===== src/rtl/spi_read_host_regs.vh =====
`ifndef SPI_READ_HOST_REGS_VH
`define SPI_READ_HOST_REGS_VH

// Read opcodes, 3-byte and 4-byte address forms
`define OP_READ3 8'h03
`define OP_READ4 8'h13
`define OP_FAST3 8'h0B
`define OP_FAST4 8'h0C
`define OP_DOUT3 8'h3B
`define OP_DOUT4 8'h3C
`define OP_QOUT3 8'h6B
`define OP_QOUT4 8'h6C
`define OP_DIO3 8'hBB
`define OP_DIO4 8'hBC
`define OP_QIO3 8'hEB
`define OP_QIO4 8'hEC

// Read kinds
`define KIND_READ 3'h0
`define KIND_FAST 3'h1
`define KIND_DOUT 3'h2
`define KIND_QOUT 3'h3
`define KIND_DIO 3'h4
`define KIND_QIO 3'h5

// Latency codes
`define LC_00 2'h0
`define LC_01 2'h1
`define LC_10 2'h2
`define LC_11 2'h3

// Serial clock limit per latency code, kHz
`define LC_00_LIMIT_KHZ 80000
`define LC_01_LIMIT_KHZ 90000
`define LC_10_LIMIT_KHZ 104000
`define LC_11_LIMIT_KHZ 50000

// Mode and latency cycle counts
`define MODE_DIO 8'h04
`define MODE_QIO 8'h02
`define DUMMY_SINGLE_FAST 8'h08
`define DUMMY_SINGLE_LC11 8'h00
`define DUMMY_DIO_LC11 8'h00
`define DUMMY_DIO_LC00 8'h00
`define DUMMY_DIO_LC01 8'h01
`define DUMMY_DIO_LC10 8'h02
`define DUMMY_QIO_LC11 8'h01
`define DUMMY_QIO_LC00 8'h04
`define DUMMY_QIO_LC01 8'h04
`define DUMMY_QIO_LC10 8'h05

// Serial clock timing: core clock and core cycles per serial clock
`define CORE_CLK_KHZ 25000
`define SCK_DIV 4
`define SCK_KHZ (`CORE_CLK_KHZ / `SCK_DIV)

// Frame lengths: command in serial clocks, address in bits
`define CMD_CYCLES 8'h08
`define ADDR3_BITS 8'h18
`define ADDR4_BITS 8'h20

`endif


===== src/rtl/spi_read_host.v =====
// Contract
// - 03h plain read, 13h with 4-byte address
// - 0Bh fast read, 0Ch with 4-byte address
// - 3Bh dual-output read, 3Ch 4-byte form
// - 6Bh quad-output read, 6Ch 4-byte form
// - BBh dual-I/O read, BCh 4-byte form
// - EBh quad-I/O read, ECh 4-byte form
// - Code 11b: single/out reads no extra cycles
// - Code 11b: dual-I/O 4+0, quad-I/O 2+1
// - Code 00b: plain read unsupported, never issued
// - Codes 00b/01b: fast and out reads 8 dummies
// - Code 00b: dual-I/O 4+0, quad-I/O 2+4
// - Code 01b up to 90 MHz, no plain read
// - Code 01b: dual-I/O 4+1, quad-I/O 2+4
// - Code 10b valid up to 104 MHz
// - Code 10b: dual-I/O 4+2, quad-I/O 2+5
`timescale 1ns/1ps
`include "spi_read_host_regs.vh"

module spi_read_host (
  input wire core_clk_in,
  input wire rst_in,
  input wire start_in,
  input wire [2:0] kind_in,
  input wire addr4_in,
  input wire [31:0] addr_in,
  input wire [7:0] len_in,
  input wire [1:0] lat_code_in,
  input wire [3:0] io_in,
  output reg sck_out,
  output reg cs_n_out,
  output reg [3:0] io_out,
  output reg [3:0] io_oe_out,
  output reg busy_out,
  output reg refused_out,
  output reg [7:0] data_out,
  output reg data_valid_out,
  output reg done_out
);

  localparam ST_IDLE = 3'h0;
  localparam ST_CMD = 3'h1;
  localparam ST_ADDR = 3'h2;
  localparam ST_MODE = 3'h3;
  localparam ST_DUMMY = 3'h4;
  localparam ST_DATA = 3'h5;
  localparam ST_END = 3'h6;

  reg [2:0] state_q;
  reg [1:0] ph_q;
  reg [7:0] cnt_q;
  reg [2:0] w_q;
  reg [31:0] sh_q;
  reg [7:0] rx_q;
  reg [3:0] bits_q;
  reg [8:0] left_q;
  reg [2:0] kind_q;
  reg [1:0] code_q;
  reg [3:0] io_s1_q;
  reg [3:0] io_s2_q;
  reg [31:0] io_s_addr_q;
  reg addr4_q;

  function [7:0] opcode;
    input [2:0] k;
    input a4;
    begin
      case (k)
        `KIND_READ: opcode = a4 ? `OP_READ4 : `OP_READ3;
        `KIND_FAST: opcode = a4 ? `OP_FAST4 : `OP_FAST3;
        `KIND_DOUT: opcode = a4 ? `OP_DOUT4 : `OP_DOUT3;
        `KIND_QOUT: opcode = a4 ? `OP_QOUT4 : `OP_QOUT3;
        `KIND_DIO: opcode = a4 ? `OP_DIO4 : `OP_DIO3;
        default: opcode = a4 ? `OP_QIO4 : `OP_QIO3;
      endcase
    end
  endfunction

  function [7:0] mode_cyc;
    input [2:0] k;
    begin
      case (k)
        `KIND_DIO: mode_cyc = `MODE_DIO;
        `KIND_QIO: mode_cyc = `MODE_QIO;
        default: mode_cyc = 8'h00;
      endcase
    end
  endfunction

  function [7:0] dummy_cyc;
    input [2:0] k;
    input [1:0] c;
    begin
      case (k)
        `KIND_DIO: begin
          case (c)
            `LC_11: dummy_cyc = `DUMMY_DIO_LC11;
            `LC_00: dummy_cyc = `DUMMY_DIO_LC00;
            `LC_01: dummy_cyc = `DUMMY_DIO_LC01;
            default: dummy_cyc = `DUMMY_DIO_LC10;
          endcase
        end
        `KIND_QIO: begin
          case (c)
            `LC_11: dummy_cyc = `DUMMY_QIO_LC11;
            `LC_00: dummy_cyc = `DUMMY_QIO_LC00;
            `LC_01: dummy_cyc = `DUMMY_QIO_LC01;
            default: dummy_cyc = `DUMMY_QIO_LC10;
          endcase
        end
        default: begin
          if (c == `LC_11)
            dummy_cyc = `DUMMY_SINGLE_LC11;
          else
            dummy_cyc = `DUMMY_SINGLE_FAST;
        end
      endcase
    end
  endfunction

  function [2:0] addr_w;
    input [2:0] k;
    begin
      case (k)
        `KIND_DIO: addr_w = 3'h2;
        `KIND_QIO: addr_w = 3'h4;
        default: addr_w = 3'h1;
      endcase
    end
  endfunction

  function [2:0] data_w;
    input [2:0] k;
    begin
      case (k)
        `KIND_DOUT: data_w = 3'h2;
        `KIND_DIO: data_w = 3'h2;
        `KIND_QOUT: data_w = 3'h4;
        `KIND_QIO: data_w = 3'h4;
        default: data_w = 3'h1;
      endcase
    end
  endfunction

  // Serial clock is fixed, so the limit check is constant but kept explicit
  function code_ok;
    input [1:0] c;
    begin
      case (c)
        `LC_00: code_ok = (`SCK_KHZ <= `LC_00_LIMIT_KHZ);
        `LC_01: code_ok = (`SCK_KHZ <= `LC_01_LIMIT_KHZ);
        `LC_10: code_ok = (`SCK_KHZ <= `LC_10_LIMIT_KHZ);
        default: code_ok = (`SCK_KHZ <= `LC_11_LIMIT_KHZ);
      endcase
    end
  endfunction

  // Plain read only exists under code 11b
  wire start_ok = (kind_in <= `KIND_QIO) && code_ok(lat_code_in) &&
    ((kind_in != `KIND_READ) || (lat_code_in == `LC_11));

  wire quad_kind = (kind_q == `KIND_QOUT) || (kind_q == `KIND_QIO);
  wire [7:0] mode_n = mode_cyc(kind_q);
  wire [7:0] dummy_n = dummy_cyc(kind_q, code_q);
  wire drive_st = (state_q == ST_CMD) || (state_q == ST_ADDR) || (state_q == ST_MODE);
  wire bit_st = drive_st || (state_q == ST_DUMMY) || (state_q == ST_DATA);
  wire [3:0] bits_n = bits_q + {1'b0, w_q};
  wire [7:0] addr_cnt_bits = addr4_q ? `ADDR4_BITS : `ADDR3_BITS;
  wire [7:0] addr_cnt = (kind_q == `KIND_QIO) ? {2'b00, addr_cnt_bits[7:2]} :
    (kind_q == `KIND_DIO) ? {1'b0, addr_cnt_bits[7:1]} : addr_cnt_bits;

  reg [2:0] after_st;
  reg [7:0] after_cnt;
  reg [3:0] drv_io;
  reg [3:0] drv_oe;
  reg [7:0] rx_d;

  // Phase that follows address or mode cycles
  always @* begin
    if ((state_q == ST_ADDR) && (mode_n != 8'h00)) begin
      after_st = ST_MODE;
      after_cnt = mode_n;
    end else if (dummy_n != 8'h00) begin
      after_st = ST_DUMMY;
      after_cnt = dummy_n;
    end else begin
      after_st = ST_DATA;
      after_cnt = 8'h00;
    end
  end

  // WP and HOLD lines held high unless the read uses all four lines
  always @* begin
    drv_io = {~quad_kind, ~quad_kind, 2'b00};
    drv_oe = {~quad_kind, ~quad_kind, 2'b00};
    if (drive_st) begin
      case (w_q)
        3'h4: begin
          drv_io = sh_q[31:28];
          drv_oe = 4'hF;
        end
        3'h2: begin
          drv_io[1:0] = sh_q[31:30];
          drv_oe[1:0] = 2'h3;
        end
        default: begin
          drv_io[0] = sh_q[31];
          drv_oe[0] = 1'b1;
        end
      endcase
    end
  end

  always @* begin
    case (w_q)
      3'h4: rx_d = {rx_q[3:0], io_s2_q};
      3'h2: rx_d = {rx_q[5:0], io_s2_q[1:0]};
      default: rx_d = {rx_q[6:0], io_s2_q[1]};
    endcase
  end

  always @(posedge core_clk_in or posedge rst_in) begin
    if (rst_in) begin
      io_s1_q <= 4'h0;
      io_s2_q <= 4'h0;
    end else begin
      io_s1_q <= io_in;
      io_s2_q <= io_s1_q;
    end
  end

  always @(posedge core_clk_in or posedge rst_in) begin
    if (rst_in) begin
      state_q <= ST_IDLE;
      ph_q <= 2'h0;
      cnt_q <= 8'h00;
      w_q <= 3'h1;
      sh_q <= 32'h0000_0000;
      rx_q <= 8'h00;
      bits_q <= 4'h0;
      left_q <= 9'h000;
      kind_q <= 3'h0;
      code_q <= 2'h0;
      sck_out <= 1'b0;
      cs_n_out <= 1'b1;
      io_out <= 4'hC;
      io_oe_out <= 4'hC;
      busy_out <= 1'b0;
      refused_out <= 1'b0;
      data_out <= 8'h00;
      data_valid_out <= 1'b0;
      done_out <= 1'b0;
      io_s_addr_q <= 32'h0000_0000;
      addr4_q <= 1'b0;
    end else begin
      refused_out <= 1'b0;
      data_valid_out <= 1'b0;
      done_out <= 1'b0;
      io_out <= drv_io;
      io_oe_out <= drv_oe;
      ph_q <= (state_q == ST_IDLE) ? 2'h0 : ph_q + 2'h1;
      sck_out <= bit_st && (ph_q == 2'h1 || ph_q == 2'h2);
      if (bit_st && ph_q == 2'h3 && drive_st)
        sh_q <= sh_q << w_q;
      case (state_q)
        ST_IDLE: begin
          if (start_in) begin
            if (start_ok) begin
              state_q <= ST_CMD;
              cs_n_out <= 1'b0;
              busy_out <= 1'b1;
              kind_q <= kind_in;
              code_q <= lat_code_in;
              sh_q <= {opcode(kind_in, addr4_in), 24'h000000};
              cnt_q <= `CMD_CYCLES;
              w_q <= 3'h1;
              left_q <= {1'b0, len_in} + 9'h001;
              rx_q <= 8'h00;
              bits_q <= 4'h0;
              io_s_addr_q <= addr4_in ? addr_in : {addr_in[23:0], 8'h00};
              addr4_q <= addr4_in;
            end else begin
              refused_out <= 1'b1;
            end
          end
        end
        ST_CMD, ST_ADDR, ST_MODE, ST_DUMMY: begin
          if (ph_q == 2'h3) begin
            if (cnt_q != 8'h01) begin
              cnt_q <= cnt_q - 8'h01;
            end else if (state_q == ST_CMD) begin
              state_q <= ST_ADDR;
              w_q <= addr_w(kind_q);
              sh_q <= io_s_addr_q;
              cnt_q <= addr_cnt;
            end else if (state_q == ST_DUMMY || after_st == ST_DATA) begin
              state_q <= ST_DATA;
              w_q <= data_w(kind_q);
              bits_q <= 4'h0;
            end else begin
              // Mode bits sent as zero so the device never stays in continuous mode
              state_q <= after_st;
              cnt_q <= after_cnt;
              sh_q <= 32'h0000_0000;
            end
          end
        end
        ST_DATA: begin
          if (ph_q == 2'h3) begin
            rx_q <= rx_d;
            if (bits_n == 4'h8) begin
              bits_q <= 4'h0;
              data_out <= rx_d;
              data_valid_out <= 1'b1;
              left_q <= left_q - 9'h001;
              if (left_q == 9'h001) begin
                state_q <= ST_END;
                cs_n_out <= 1'b1;
              end
            end else begin
              bits_q <= bits_n;
            end
          end
        end
        ST_END: begin
          // Select stays high one serial period before the next frame
          if (ph_q == 2'h3) begin
            state_q <= ST_IDLE;
            busy_out <= 1'b0;
            done_out <= 1'b1;
          end
        end
        default: state_q <= ST_IDLE;
      endcase
    end
  end

endmodule


===== config.mk =====
export PLATFORM = sky130hd
export DESIGN_NAME = spi_read_host
export DESIGN_NICKNAME = d
export VERILOG_FILES = /design/src/rtl/spi_read_host.v
export VERILOG_INCLUDE_DIRS = /design/src /design/src/rtl
export SDC_FILE = /design/constraint.sdc
export NUM_CORES = 1
export LEC_CHECK = 0
export ABC_AREA = 1
export BUFFER_PORTS_ARGS = -buffer_cell sky130_fd_sc_hd__buf_2
export CAP_MARGIN = 20
export CORE_MARGIN = 2
export CORE_UTILIZATION = 55
export DETAILED_ROUTE_END_ITERATION = 8
export HOLD_SLACK_MARGIN = 0.02
export PLACE_DENSITY = 0.87
export SETUP_SLACK_MARGIN = 0.3
export SLEW_MARGIN = 15
export SYNTH_ARGS = -nofsm -noshare
export SYNTH_HDL_FRONTEND = slang
export SYNTH_SLANG_ARGS = --single-unit

===== constraint.sdc =====
create_clock -name core_clk_in -period 5.5 [get_ports core_clk_in]
set_clock_uncertainty 0.1 [all_clocks]
set_input_delay 1.65 -clock core_clk_in [delete_from_list [all_inputs] [get_ports core_clk_in]]
set_output_delay 1.65 -clock core_clk_in [all_outputs]
set_load 0.005 [all_outputs]

# [Yosys cells after proc, flatten, opt, wreduce, memory -nomap -nowiden]
# Index checks and enable logic that the tools add are counted.
[totals] memories=0 reg_bits=136 latch_bits=0 rom_bits=0 input_bits=53 word_cells=206 ram_bits=0
[classes] div=0 add_sub_neg=5 magnitude_cmp=1 mux=98 shift=1 bitwise=1 reduce_logical=39 n_eq_ne=38 multipliers=0
[op_table] cell="2-to-1 mux 32 bit" n=8
[op_table] cell="2-to-1 mux 8 bit" n=8
[op_table] cell="one-hot mux 32 bit (2 select lines)" n=1
[op_table] cell="2-to-1 mux 3 bit" n=20
[op_table] cell="one-hot mux 8 bit (2 select lines)" n=3
[op_table] cell="2-to-1 mux 4 bit" n=11
[op_table] cell="one-hot mux 8 bit (5 select lines)" n=1
[op_table] cell="2-to-1 mux 9 bit" n=4
[op_table] cell="left shift 32 x 3 -> 32 bit" n=1
[op_table] cell="one-hot mux 3 bit (2 select lines)" n=5
[op_table] cell="equality test 3 bit, second input constant" n=8
[op_table] cell="equality test 3 x 2 -> 1 bit, second input constant" n=7
[op_table] cell="2-to-1 mux 7 bit" n=3
[op_table] cell="2-to-1 mux 1 bit" n=18
[op_table] cell="2-to-1 mux 6 bit" n=3
[op_table] cell="one-hot mux 9 bit (2 select lines)" n=1
[op_table] cell="AND reduction 8 bit" n=2
[op_table] cell="nonzero test 8 bit" n=2
[op_table] cell="!= test 2 bit, second input constant" n=7
[op_table] cell="one-hot mux 7 bit (2 select lines)" n=1
[op_table] cell="one-hot mux 3 bit (4 select lines)" n=1
[op_table] cell="one-hot mux 4 bit (3 select lines)" n=1
[op_table] cell="AND reduction 6 bit" n=2
[op_table] cell="AND reduction 5 bit" n=2
[op_table] cell="other kinds (30)" n=63

# [Depth between registers and ports, before layout]
[depth] ltp_word=14 ltp_mapped=12 depth_no_buf=12

# [Worst setup path before layout]
# OpenSTA, ideal clock, no wires.
[synth_timing] kind="input port to flip-flop" from="input kind_in[0]" to="register sh_q[11]" t_arrival_ps=2778 setup_slack_ps=2557 cell_stages=11 n_path_buf=1 path_cell_list="inv_1 > nand2_1 > nor2_2 > nand2_1 > nand3_2 > nand2_1 > nand2_2 > inv_1 > clkbuf_1 > or2_0 > nand2_1"
[synth_between] elab_chain_cells=6
[synth_rtl] item="from (decl)" line="spi_read_host.v:24" source="input wire [2:0] kind_in,"
[synth_rtl] item="parallel branches: the longest is 2 deep, another holds less-or-equal comparator 3 bit"
[synth_rtl] item="logical AND 1 bit *" line="spi_read_host.v:159" source="wire start_ok = (kind_in <= `KIND_QIO) && code_ok(lat_code_in) &&"
[synth_rtl] item="2-to-1 mux 32 bit *" line="spi_read_host.v:268" source="if (start_ok) begin"
[synth_rtl] item="2-to-1 mux 32 bit *" line="spi_read_host.v:267" source="if (start_in) begin"
[synth_rtl] item="one-hot mux 32 bit (2 select lines) *" line="spi_read_host.v:265" source="case (state_q)"
[synth_rtl] item="to (signal assigned)" line="spi_read_host.v:264" source="sh_q <= sh_q << w_q;"
[synth_rtl] item="to (signal assigned)" line="spi_read_host.v:274" source="sh_q <= {opcode(kind_in, addr4_in), 24'h000000};"
[synth_rtl] item="to (signal assigned)" line="spi_read_host.v:294" source="sh_q <= io_s_addr_q;"
[synth_rtl] item="to (decl)" line="spi_read_host.v:53" source="reg [31:0] sh_q;"
# Mark *: on every way between the ends.
# A chain may end at the register's enable or synchronous reset.

# [Worst setup path in the final report]
[layout_timing] from="input kind_in[1]" to="register left_q[4]"
[layout_between] elab_chain_cells=5
[layout_rtl] item="parallel branches: the longest is 2 deep, another holds less-or-equal comparator 3 bit"
[layout_rtl] item="logical AND 1 bit *" line="spi_read_host.v:159"
[layout_rtl] item="!= test 2 bit (no source line) *"
[layout_rtl] item="AND reduction 5 bit (no source line) *"
[layout_rtl] item="to (signal assigned)" line="spi_read_host.v:277" source="left_q <= {1'b0, len_in} + 9'h001;"
[layout_rtl] item="to (signal assigned)" line="spi_read_host.v:315" source="left_q <= left_q - 9'h001;"
[layout_rtl] item="to (decl)" line="spi_read_host.v:56" source="reg [8:0] left_q;"
# Marks and branches as above.

==> out/metrics.cfg <==
[clocking]
clk_latency_ns=0.42
cts_setup_buffers=0
clock-root-buffer=clkbuf_16
cts_buffers=17
clockBufferDepth=2
hold_buffers=0
clock-sinks=135
h-tree-depth=4
ctsResizeCount=0
clkTransAtPathRegs_ns=0.06
cts_tree=yes

[power_and_ir_drop]
powerDensity_nw_per_um2=538.0
ir_worst_vdd_mv=0.3217
power_w=0.005163
p_leak_nw=4.864

[place]
dp_hpwl_um=15480
gp_congestion=0.9093
post-place-ws_ns=1.378
dp_cells=1462
port_buffers=74

[yosys]
post_synth.cell_area_avg_um2=6.848
synth_edf_count=0
synth_area_leader_cell=dfrtp_1
ys_seq_area_share_pct=39.60
synth_cell_type_count=39
synth_top_cell_area_share_pct=38.07
postSynth.asyncResetShare_pct=100.0
synthesis.area_um2=8546
synthTopCellsByCount=nand2_1, nand3_1, dfrtp_1
synth_nets=1314
yosys_warnings=0
syn_inst=1248
yosys_most_used_dff=dfrtp_1
synth_area_leaders=dfrtp_1, nand2_1, nand3_1, nor2_1, o21ai_0
post-synth-top-count-cell=nand2_1
ys_seq_elements=135

[route]
ant_nets=0
via_count=8660
wl_per_cell_um=15.14
dr.pass1.iters=8
vias_per_cell=5.793
drt_iter0_markers=1169
totalWireLength_um=22640
drc=0

[setup_path]
crit_path_end_kind=flop
critPathRequiredTime_ns=5.76
worst-setup-path-type=input pin to flop
crit_chain=buf_2 > inv_1 > nand2_1 > nor2_2 > nand2_1 > nand3_2 > inv_1 > nand2_1 > nand2_1 > nand2_1 > nand2_1 > nand2_1
worstPathArrival_ns=4.07
startpoint_type=input pin
path_max_fanout=23
cp_slowest_cell=nand2_1
cp_slowest_stage_delay_ns=0.60
critPathMostFrequentCell=nand2_1

[timing]
hold_viol_final=0
fin_ws_ns=1.681
worst_slew_pin_slew_ns=0.9766
clock.fmax_mhz=261.8
grt_setup_unrepaired=no
fin_crit_sh_pct=69.44
fin_crit_ns=3.819
setup_viol=0
setup_tns_ns=0
slew_headroom_pct=34.74
slew_viol_final=0

[global_route]
gr-usage-all-layers_pct=28.14
overflow=0
antenna_found_initial=0
grt_max_degree=70
grt_pass1_vias=7906
grt_pass1_wl_um=37610

[finish]
syn_to_final_growth_pct=12.31
fin_nets=1360
num_antenna_cells=0
fill_cells=1272
post-route-util_pct=63.14
fin_cells=1495
multi_input_area_um2=4534
regArea_um2=3385
drive_above_1_share_pct=12.47

[flow_run]
drv_cap=0

[min_path]
hp-class=flop to flop

[floorplan]
num_rows=45
die_x_um=128.7
pin_count=75
core-area_um2=15200
dieHeight_um=128.7
initial_core_util_pct=56.21
die-area_um2=16550

[run_status]
status=completed

flip-flops by register name, summed over array words and instances, names as in the netlist, 4 cells and up:
signal and count:
sh_q 32, io_out 4, left_q 9, io_s2_q 4
io_s_addr_q 32, bits_q 4, rx_q 7, io_s1_q 4
cnt_q 8, data_out 8
power breakdown:
group          switching, W  internal, W
Sequential         0.000254      0.00133
Clock              0.000444     0.000737
Combinational       0.00163     0.000775
Total               0.00233      0.00284
critical path: cells and delay by family:
family / cells / cell delay (ns)
AND/OR/NAND/NOR: 9 / 2.18
buffers and inverters: 3 / 0.23
logic make-up (layout without fill, tap and decap cells):
family | after synthesis | count (layout) | synth area share [%]
simple gates | 789 | 789 | 40.18
buf+inv | 154 | 213 | 7.394
compound gates | 148 | 148 | 9.912
flops | 135 | 135 | 39.60
fa+ha+maj | 13 | 13 | 1.991
xor+xnor | 9 | 9 | 0.9223
cells in the final DEF, fill, tap and decap left out, drive strengths merged, types with 3 or more instances in the layout:
master    Yosys  final
a21oi        17     17
dfrtp       130    130
buf          36     84
clkbuf       21     21
nor2        113    113
o22ai         4      4
or2          18     18
clkinvlp      0      5
bufinv        0      3
o211ai       14     14
nand3       149    149
dfstp         5      5
o21ai        77     77
xnor2         4      4
xor2          5      5
a31oi        25     25
inv          95     95
clkinv        2      5
nand4        23     23
nor3          4      4
ha           12     12
nand3b       18     18
o221ai        5      5
nand2       464    464
final timing paths:
kind	startpoint	to	slack [ns]	cells past startpoint
max	kind_in[1]	left_q[4]	1.68	12
min	io_s1_q[0]	io_s2_q[0]	0.27	0
max reg2reg	state_q[2]	left_q[4]	2.00	9
min reg2reg	io_s1_q[0]	io_s2_q[0]	0.27	0
max in group asynchronous	rst_in	cnt_q[5]	3.24	3
min in group asynchronous	rst_in	io_s1_q[2]	1.13	2
per-stage QoR:
step / hold slack (ns) / area, µm²
floorplan: 0.2312 / 8549
global placement: 0.2337 / 8975
detailed placement: 0.2441 / 8975
CTS: 0.2703 / 9583
global route: 0.2773 / 9598
finish: 0.2659 / 9598
routing by layer:
metal	vias to the layer above	part of all wire [%]	GRT usage, %	wire length (µm)
met5	-	0	0	0
met4	0	1.7	10.04	391
met3	39	9.3	5.447	2116
met2	473	46	43.64	10410
met1	3979	43	39.65	9717
li1	4169	-	-	-
area by class of cell:
class	count	share of cell area (%)
clock buffers	21	4.797
multi-input cells	959	47.24
inverters	97	3.859
repair buffers	84	4.849
flip-flops and latches	135	35.26
well taps	188	2.451
clock inverters	11	1.538
No activity file was read; power rests on OpenSTA's default activity.
